**config.mk**
```make
export PLATFORM = sky130hd
export DESIGN_NAME = host_port
export DESIGN_NICKNAME = d
export VERILOG_FILES = /design/src/lane_pkg.sv /design/src/lane_if.sv /design/src/lane_decode.sv /design/src/host_port.sv
export SDC_FILE = /design/constraint.sdc
export NUM_CORES = 1
export LEC_CHECK = 0
export BUFFER_PORTS_ARGS = -buffer_cell sky130_fd_sc_hd__clkbuf_2
export CELL_PAD_IN_SITES_DETAIL_PLACEMENT = 0
export CELL_PAD_IN_SITES_GLOBAL_PLACEMENT = 1
export CORE_UTILIZATION = 38
export CTS_BUF_LIST = sky130_fd_sc_hd__clkbuf_16
export CTS_CLUSTER_SIZE = 40
export DETAILED_ROUTE_END_ITERATION = 10
export GPL_TIMING_DRIVEN = 1
export HOLD_SLACK_MARGIN = 0.12
export PLACE_DENSITY_LB_ADDON = 0.1
export SLEW_MARGIN = 5
export SYNTH_ARGS = -nofsm -noshare
export SYNTH_HDL_FRONTEND = slang
export SYNTH_SLANG_ARGS = --single-unit
```
**constraint.sdc**
```tcl
create_clock -name core_clk -period 2.75 [get_ports core_clk]
set_clock_uncertainty 0.05 [all_clocks]
set_input_delay 0.55 -clock core_clk [delete_from_list [all_inputs] [get_ports core_clk]]
set_output_delay 0.55 -clock core_clk [all_outputs]
set_load 0.05 [all_outputs]
```
**src/lane_pkg.sv**
```systemverilog
package lane_pkg;
	// Host interface styles, fixed at configuration time
	typedef enum logic [2:0] {
		STYLE_HIEN_MUX  = 3'h0,
		STYLE_WRHL_MUX  = 3'h1,
		STYLE_SIZE_NMUX = 3'h2,
		STYLE_ULSTB_NMUX = 3'h3,
		STYLE_BURST_MUX = 3'h4,
		STYLE_WRHL_NMUX = 3'h5
	} host_style_t;

	localparam int  ADDR_W        = 20;
	localparam int  DATA_W        = 16;
	localparam int  BYTE_W        = 8;
	localparam int  LANE_CNT      = 2;
	localparam int  LANE_HI       = 1;
	localparam int  LANE_LO       = 0;
	localparam int  BURST_LO_BIT  = 1;
	localparam int  BURST_HI_BIT  = 3;
	localparam int  BURST_BYTES   = 16;
	localparam logic [ADDR_W-1:0] ADDR_RST = 20'h00000;
	localparam logic [DATA_W-1:0] DATA_RST = 16'h0000;

	typedef enum logic [2:0] {
		ST_IDLE  = 3'b001,
		ST_READ  = 3'b010,
		ST_WRITE = 3'b100
	} cycle_state_t;
endpackage

```
**src/lane_if.sv**
```systemverilog
`timescale 1ns/100ps
interface lane_if;
	logic       lane_hi;
	logic       lane_lo;
	logic       odd_on_hi;
	logic [2:0] style;
	logic       a0;
	logic       ctl0_n;
	logic       ctl1_n;
	logic       ctl2_n;
	logic       pd3_n;
	modport dec (input style, a0, ctl0_n, ctl1_n, ctl2_n, pd3_n,
		output lane_hi, lane_lo, odd_on_hi);
	modport use_side (output style, a0, ctl0_n, ctl1_n, ctl2_n, pd3_n,
		input lane_hi, lane_lo, odd_on_hi);
endinterface

```
**src/lane_decode.sv**
```systemverilog
`timescale 1ns/100ps
module lane_decode (
	lane_if.dec l
);
	import lane_pkg::*;
	always_comb begin
		l.lane_hi   = 1'b0;
		l.lane_lo   = 1'b0;
		l.odd_on_hi = 1'b1;
		case (l.style)
			STYLE_HIEN_MUX: begin
				l.lane_hi = ~l.ctl2_n;
				l.lane_lo = ~l.a0;
			end
			STYLE_WRHL_MUX, STYLE_BURST_MUX, STYLE_WRHL_NMUX: begin
				l.lane_hi = ~l.pd3_n;
				l.lane_lo = ~l.ctl0_n;
			end
			STYLE_SIZE_NMUX: begin
				l.odd_on_hi = 1'b0;
				l.lane_hi   = ~l.a0;
				l.lane_lo   = ~l.ctl2_n | l.a0;
			end
			STYLE_ULSTB_NMUX: begin
				l.odd_on_hi = 1'b0;
				l.lane_hi   = ~l.ctl1_n;
				l.lane_lo   = ~l.ctl2_n;
			end
			default: begin
				l.lane_hi = 1'b0;
				l.lane_lo = 1'b0;
			end
		endcase
	end
endmodule

```
**src/host_port.sv**
```systemverilog
// How it works
// - Address bit 0 low means even byte, high means odd byte.
// - Byte-high-enable mode: enable and A0 pick word, odd-high or even-low lanes.
// - Split write strobes: high strobe upper lane odd, low strobe lower lane even.
// - Size-bit mode: size 0 with A0 low word, otherwise A0 picks even-high or odd-low.
// - Upper/lower data strobes: upper selects even-high lane, lower odd-low lane.
// - Non-multiplexed data: low byte on port F, high byte on port G.
// - Size style: control 0 read/write, 1 data strobe, 2 size bit.
// - Multiplexed without enable: low write on control 0, high on port D bit 3.
// - Burst: upper address latched, low bits 3..1 fetch up to 16 bytes.
// - Burst host: bits 3..1 separate, bits 19..4 shared with data.
// - Burst host: read on control 1, program enable control 2, write strobes split.
// - Non-multiplexed: address strobe optional, used when latching addresses.
// - Byte-enable host: read/write control 0, enables on control 1 and 2.
// - Byte enables as write strobes: output-enable, low write, high write decoding.
// - Multiplexed write/read/enable/latch and read/low/high/latch control sets supported.
// - Multiplexed: latch address on strobe, drive bus only on selected read.
// - Non-multiplexed: ports F and G undriven unless the host accesses.
`timescale 1ns/100ps
module host_port (
	// Clock and reset
	input  wire logic                          core_clk,
	input  wire logic                          reset,
	// Configuration
	input  wire lane_pkg::host_style_t         host_style,
	input  wire logic                          addr_latch_used,
	// Host control pins
	input  wire logic                          address_latch_strobe,
	input  wire logic                          ctrl_in_0,
	input  wire logic                          ctrl_in_1,
	input  wire logic                          ctrl_in_2,
	input  wire logic                          port_d_bit3,
	input  wire logic                          chip_select,
	// Shared address/data port
	input  wire logic [lane_pkg::DATA_W-1:0]   shared_addr_data_port_in,
	output logic      [lane_pkg::DATA_W-1:0]   shared_addr_data_port_out,
	output logic                               shared_addr_data_port_oe,
	// Non-multiplexed low address bits
	input  wire logic [lane_pkg::BURST_HI_BIT:0] low_addr_in,
	// Data ports F (low byte) and G (high byte)
	input  wire logic [lane_pkg::BYTE_W-1:0]   port_f_in,
	input  wire logic [lane_pkg::BYTE_W-1:0]   port_g_in,
	output logic      [lane_pkg::BYTE_W-1:0]   port_f_out,
	output logic      [lane_pkg::BYTE_W-1:0]   port_g_out,
	output logic                               port_f_oe,
	output logic                               port_g_oe,
	// Internal memory side
	output logic      [lane_pkg::ADDR_W-1:0]   mem_addr,
	output logic                               mem_wr_even,
	output logic                               mem_wr_odd,
	output logic      [lane_pkg::BYTE_W-1:0]   mem_wdata_even,
	output logic      [lane_pkg::BYTE_W-1:0]   mem_wdata_odd,
	input  wire logic [lane_pkg::BYTE_W-1:0]   mem_rdata_even,
	input  wire logic [lane_pkg::BYTE_W-1:0]   mem_rdata_odd
);
	import lane_pkg::*;

	lane_if lif ();

	logic                muxed;
	logic                split_wr;
	logic                rd_act;
	logic                wr_act;
	logic                a0;
	logic                both_lanes;
	logic [BYTE_W-1:0]   rd_hi;
	logic [BYTE_W-1:0]   rd_lo;
	logic [ADDR_W-1:0]   addr_ff;
	logic [ADDR_W-1:0]   nxt_addr;
	logic                wr_prev_ff;
	logic                nxt_wr_prev;
	logic [DATA_W-1:0]   wdata_ff;
	logic [DATA_W-1:0]   nxt_wdata;
	logic                lane_hi_ff;
	logic                nxt_lane_hi;
	logic                lane_lo_ff;
	logic                nxt_lane_lo;
	logic                odd_hi_ff;
	logic                nxt_odd_hi;
	logic [DATA_W-1:0]   rdata_ff;
	logic [DATA_W-1:0]   nxt_rdata;
	cycle_state_t        state_ff;
	cycle_state_t        nxt_state;

	lane_decode u_dec (
		.l (lif.dec)
	);

	// Control pin roles per host style
	always_comb begin
		muxed  = (host_style == STYLE_HIEN_MUX) || (host_style == STYLE_WRHL_MUX)
			|| (host_style == STYLE_BURST_MUX);
		split_wr = (host_style == STYLE_WRHL_MUX) || (host_style == STYLE_BURST_MUX)
			|| (host_style == STYLE_WRHL_NMUX);
		rd_act = 1'b0;
		wr_act = 1'b0;
		case (host_style)
			STYLE_HIEN_MUX: begin
				rd_act = ~ctrl_in_1;
				wr_act = ~ctrl_in_0;
			end
			STYLE_WRHL_MUX, STYLE_BURST_MUX, STYLE_WRHL_NMUX: begin
				rd_act = ~ctrl_in_1 | ((host_style == STYLE_BURST_MUX) & ~ctrl_in_2);
				wr_act = ~ctrl_in_0 | ~port_d_bit3;
			end
			STYLE_SIZE_NMUX, STYLE_ULSTB_NMUX: begin
				rd_act = ~ctrl_in_1 & ctrl_in_0;
				wr_act = ~ctrl_in_1 & ~ctrl_in_0;
				if (host_style == STYLE_ULSTB_NMUX) begin
					rd_act = (~ctrl_in_1 | ~ctrl_in_2) & ctrl_in_0;
					wr_act = (~ctrl_in_1 | ~ctrl_in_2) & ~ctrl_in_0;
				end
			end
			default: begin
				rd_act = 1'b0;
				wr_act = 1'b0;
			end
		endcase
		rd_act = rd_act & chip_select;
		wr_act = wr_act & chip_select;
	end

	// Address capture
	always_comb begin
		nxt_addr = addr_ff;
		if (muxed) begin
			if (address_latch_strobe)
				nxt_addr = {shared_addr_data_port_in, low_addr_in};
			else if (host_style == STYLE_BURST_MUX)
				nxt_addr = {addr_ff[ADDR_W-1:BURST_HI_BIT+1], low_addr_in[BURST_HI_BIT:1],
					low_addr_in[0]};
		end else if (!addr_latch_used || address_latch_strobe) begin
			nxt_addr = {shared_addr_data_port_in, low_addr_in};
		end
		a0 = nxt_addr[0];
	end

	assign lif.style  = host_style;
	assign lif.a0     = a0;
	assign lif.ctl0_n = ctrl_in_0;
	assign lif.ctl1_n = ctrl_in_1;
	assign lif.ctl2_n = ctrl_in_2;
	assign lif.pd3_n  = port_d_bit3;
	assign both_lanes = lif.lane_hi & lif.lane_lo;

	// Cycle state, write data and read data capture
	always_comb begin
		nxt_state   = state_ff;
		nxt_wr_prev = wr_act;
		nxt_wdata   = wdata_ff;
		nxt_lane_hi = lane_hi_ff;
		nxt_lane_lo = lane_lo_ff;
		nxt_odd_hi  = odd_hi_ff;
		nxt_rdata   = rdata_ff;
		rd_hi = lif.odd_on_hi ? mem_rdata_odd : mem_rdata_even;
		rd_lo = lif.odd_on_hi ? mem_rdata_even : mem_rdata_odd;
		case (state_ff)
			ST_IDLE: begin
				if (rd_act)
					nxt_state = ST_READ;
				else if (wr_act)
					nxt_state = ST_WRITE;
			end
			ST_READ: begin
				if (!rd_act)
					nxt_state = ST_IDLE;
			end
			ST_WRITE: begin
				if (!wr_act)
					nxt_state = ST_IDLE;
			end
			default: nxt_state = ST_IDLE;
		endcase
		if (rd_act) begin
			// Split write strobes carry no lane choice, so reads are word reads
			nxt_lane_hi = lif.lane_hi | split_wr;
			nxt_lane_lo = lif.lane_lo | split_wr;
			nxt_rdata   = {rd_hi, rd_lo};
		end
		if (wr_act) begin
			nxt_lane_hi = lif.lane_hi;
			nxt_lane_lo = lif.lane_lo;
			nxt_odd_hi  = lif.odd_on_hi;
			nxt_wdata   = muxed ? shared_addr_data_port_in : {port_g_in, port_f_in};
		end
	end

	always_ff @(posedge core_clk or posedge reset) begin
		if (reset) begin
			state_ff   <= ST_IDLE;
			addr_ff    <= ADDR_RST;
			wr_prev_ff <= 1'b0;
			wdata_ff   <= DATA_RST;
			lane_hi_ff <= 1'b0;
			lane_lo_ff <= 1'b0;
			odd_hi_ff  <= 1'b1;
			rdata_ff   <= DATA_RST;
		end else begin
			state_ff   <= nxt_state;
			addr_ff    <= nxt_addr;
			wr_prev_ff <= nxt_wr_prev;
			wdata_ff   <= nxt_wdata;
			lane_hi_ff <= nxt_lane_hi;
			lane_lo_ff <= nxt_lane_lo;
			odd_hi_ff  <= nxt_odd_hi;
			rdata_ff   <= nxt_rdata;
		end
	end

	// Writes commit on the trailing edge of the write strobe
	always_comb begin
		mem_addr       = addr_ff;
		mem_wr_odd     = wr_prev_ff & ~wr_act & (odd_hi_ff ? lane_hi_ff : lane_lo_ff);
		mem_wr_even    = wr_prev_ff & ~wr_act & (odd_hi_ff ? lane_lo_ff : lane_hi_ff);
		mem_wdata_odd  = odd_hi_ff ? wdata_ff[DATA_W-1:BYTE_W] : wdata_ff[BYTE_W-1:0];
		mem_wdata_even = odd_hi_ff ? wdata_ff[BYTE_W-1:0] : wdata_ff[DATA_W-1:BYTE_W];
	end

	// Read drive
	always_comb begin
		shared_addr_data_port_out = rdata_ff;
		shared_addr_data_port_oe  = muxed & (state_ff == ST_READ) & rd_act
			& (lane_hi_ff | lane_lo_ff);
		port_g_out = rdata_ff[DATA_W-1:BYTE_W];
		port_f_out = rdata_ff[BYTE_W-1:0];
		port_g_oe  = ~muxed & (state_ff == ST_READ) & rd_act & lane_hi_ff;
		port_f_oe  = ~muxed & (state_ff == ST_READ) & rd_act & lane_lo_ff;
	end

	chk_word_write: assert property (@(posedge core_clk) disable iff (reset)
		(wr_act && both_lanes && host_style == STYLE_WRHL_NMUX) ##1 !wr_act
		|-> mem_wr_odd && mem_wr_even)
		else $error("word write missed a lane");
	chk_no_lane_write: assert property (@(posedge core_clk) disable iff (reset)
		(mem_wr_odd || mem_wr_even) |-> $past(wr_act) && !wr_act)
		else $error("write outside strobe end");
	chk_nmux_idle_hiz: assert property (@(posedge core_clk) disable iff (reset)
		!rd_act |-> !port_f_oe && !port_g_oe)
		else $error("data ports driven while idle");
	chk_mux_read_drive: assert property (@(posedge core_clk) disable iff (reset)
		shared_addr_data_port_oe |-> muxed && rd_act && chip_select)
		else $error("shared bus driven without read");
	chk_latch_addr: assert property (@(posedge core_clk) disable iff (reset)
		(muxed && address_latch_strobe) |=> mem_addr[ADDR_W-1:BURST_HI_BIT+1]
		== $past(shared_addr_data_port_in))
		else $error("address not latched");
	chk_burst_hold: assert property (@(posedge core_clk) disable iff (reset)
		(host_style == STYLE_BURST_MUX && !address_latch_strobe) |=>
		$stable(mem_addr[ADDR_W-1:BURST_HI_BIT+1]))
		else $error("burst upper address moved");
	chk_size_lane: assert property (@(posedge core_clk) disable iff (reset)
		(host_style == STYLE_SIZE_NMUX && ctrl_in_2 && a0) |-> !lif.lane_hi && lif.lane_lo)
		else $error("size mode odd lane wrong");
	chk_hien_lane: assert property (@(posedge core_clk) disable iff (reset)
		(host_style == STYLE_HIEN_MUX && ctrl_in_2 && !a0) |-> !lif.lane_hi && lif.lane_lo)
		else $error("enable mode even lane wrong");
endmodule

```
==> impl_results.md <==
- RSZ-0062 raised after global routing: no
- Largest family of logic cells by synthesized area: multiplexers
- Leakage: 2.11 nW
- Finished Core Util: 51.2%
- Pwr/cell area: 860 mW/mm^2
- CP Launch Type: input port
- Synth warn: 0
- Residual DRC count: 0
- # rows: 33
- Syn Nets: 358
- Compound-cell area share of the yosys netlist: between 10% and 20%
- Total Routing Usage GR: ~17%
- Max_cap viols: 0
- Synth Area per Inst: 10.8 um^2
- Proportion of synthesized area in mux cells: a little under a quarter
- I/O pin cnt: 137
- Fin. max-slew vios: 0
- Post-layout min period: 2.52 ns
- Crit path arrival time: ~1.9 ns
- CTS Sinks: 59
- Grt total ovfl: 0
- Die H: 93.5 um
- Pwr Total: 3.60 mW
- Hold_buf cts: 0
- Clock latency on the worst-skew pair: between 0.3 and 0.4 ns
- Adder-cell share of the synthesized area: 0%
- Outcome: completed
- DP Worst Slack: approximately 0.24 ns
- Postcts setup bufs: 0
- Clk slew on worst S/H paths: 0.05 ns
- Top cells by area, synth: dfrtp_1 (45%), mux2_2 (12%), mux2i_1 (11%)
- Initial core utilization: 38.9%
- Total CTS buffers: 9
- GPL Wtd Cong: approximately 0.74
- Layout cell share with drive strength beyond 1: 48.2%
- Relative slew slack: 56.4%
- Post-route cell area: approximately 0.0042 mm^2
- Fraction of registers with async set/reset: 100%
- H-tree depth: 3
- Post-Syn Instances: 294
- Top cell type's share of synthesized area: 44.8%
- Hold Crit Class: input port to async pin
- Die width: 93.5 um
- Core area: slightly above 0.008 mm^2
- Global-route wire length before repair: 11,300 um
- Die footprint: 0.00874 mm^2
- GR Util met3: 4.15%
- Antenna-violating nets left: 0
- Max FO, Critical Path: 15
- Least-Margin Pin Slew: approximately 0.65 ns
- Post-synthesis xor/xnor area fraction: less than 1%
- Final Hold Vio Count: 0
- Placed Area: 0.00390 mm^2
- Resized Gates After CTS: 0
- Clock Path Buffers: 2
- First-pass DRT Iterations: 4
- Post-Synth Simple-Gate Area: 10.3%
- Crit Path Class: input port to output pin
- HPWL after DPL: 5290 um
- Vias in the first global route: ~2,400
- Fill cells: between 800 and 900
- CTS tree: built
- Fin worst setup slack: 0.228 ns
- WHS: ~0.25 ns
- Drt via density: 4.95
- Worst VDD drop: 0.448 mV
- Global routing's busiest layer: met2
- Unique cell type count in the Yosys netlist: between 40 and 50
- Inst Count DP: 508
- Post-synth EDFFs: 0
- Mapped cell area: 0.00318 mm^2
- Routed len/inst: 13.6 um
- CP Capture Type: output pin
- Final Cycle Share: 91.7%
- Most frequent cells in the layout: clkbuf_2 (133), dfrtp_1 (57), mux2i_1 (35)
- Most used flip-flop cell after synthesis: dfrtp_1
- FMAX: 0.397 GHz
- GRT met2 Usage: 25.1%
- Ant. Diodes: 0
- Port Buffer Count: 136
- Final setup viols: 0
- Leading area contributor after synthesis: dfrtp_1
- GR Layer Usage met1: about 23%
- Routed WL: between 7000 and 8000 um
- Register area share after synthesis: 46.5%
- Post-synthesis sequential element count: 59
- Nets: roughly 480
- Setup tns final: 0 ns
- DR vias: 2,595
- Initial antenna violation count: 0
- Worst Path Required: between 2 and 2.5 ns
- Clock tree root buffer cell: clkbuf_16
- Largest net degree at the start of global routing: 38
- Fin cells: about 520
- Most common cell after layout, fill and taps aside: clkbuf_2
- Area grow syn2layout: 31.6%
- DR iter-0 viols: 64
==> cells in the mapped netlist, types with 2 or more instances <==
| master | instances |
|---|---|
| a21oi_1 | 21 |
| and3b_1 | 2 |
| buf_2 | 10 |
| buf_4 | 19 |
| buf_6 | 2 |
| clkbuf_1 | 2 |
| dfrtp_1 | 57 |
| dfstp_2 | 2 |
| inv_1 | 5 |
| mux2_2 | 34 |
| mux2i_1 | 35 |
| nand2_1 | 18 |
| nand2b_1 | 5 |
| nand3_1 | 2 |
| nor2_1 | 20 |
| nor2b_1 | 2 |
| nor3_1 | 6 |
| nor3b_1 | 2 |
| o21ai_0 | 23 |
| o22a_1 | 2 |
| o32a_1 | 2 |
==> worst max-delay path, stage by stage <==
cell,delay (ns)
clkbuf_2,0.25
a311o_1,0.28
nand4_4,0.11
nor4b_2,0.32
and3b_1,0.26
buf_12,0.14
==> logic make-up after synthesis <==
kind of cell	Yosys count
muxes	70
and+or+nand+nor	63
AOI/OAI and AO/OA	61
DFF	59
buffers and inverters	40
xor gates and xnor gates	1
==> per-layer routing <==
layer / wire length, um / share of wire, %
met1: 3360 / 47
met2: 3150 / 44
met3: 490 / 6.9
met4: 148 / 2.1
met5: 0 / 0
==> layout make-up <==
class | instances | area, um^2 | area share (%)
Tap cell | 105 | 131 | 3.14
Clock buffer | 9 | 225 | 5.38
Inverter | 6 | 22.5 | 0.538
Sequential cell | 59 | 1480 | 35.3
Clock inverter | 7 | 61.3 | 1.46
Timing Repair Buffer | 143 | 803 | 19.2
Multi-Input combinational cell | 195 | 1460 | 35.0
==> path summary, 6_finish.rpt <==
check / startpoint / to / slack [ns] / cells past startpoint
max: host_style[2] / port_g_oe / 0.23 / 6
min: reset / mem_addr[11]$_DFFE_PP0P_ / 0.25 / 2
max reg2reg: mem_addr[0]$_DFF_PP0_ / lane_hi_ff$_DFFE_PP0P_ / 1.46 / 4
min reg2reg: mem_addr[13]$_DFFE_PP0P_ / mem_addr[13]$_DFFE_PP0P_ / 0.45 / 1
max in group asynchronous: reset / odd_hi_ff$_DFFE_PP1P_ / 1.73 / 3
min in group core_clk: low_addr_in[3] / mem_addr[3]$_DFFE_PP0P_ / 0.41 / 2
==> where the power goes <==
| part | switching (mW) | total (mW) | internal, mW | leakage (nW) |
|---|---|---|---|---|
| combinational | 1.01 | 1.39 | 0.377 | 1.27 |
| sequential | 0.125 | 1.15 | 1.02 | 0.692 |
| clock | 0.379 | 1.07 | 0.688 | 0.141 |
==> state kept, by name (all words and copies together) (netlist names) <==
register and count:
lane_hi_ff 1, lane_lo_ff 1, mem_addr 20, odd_hi_ff 1, shared_addr_data_port_out 16, state_ff 3, wdata_ff 16, wr_prev_ff 1
(Power assumes the default switching activity.)
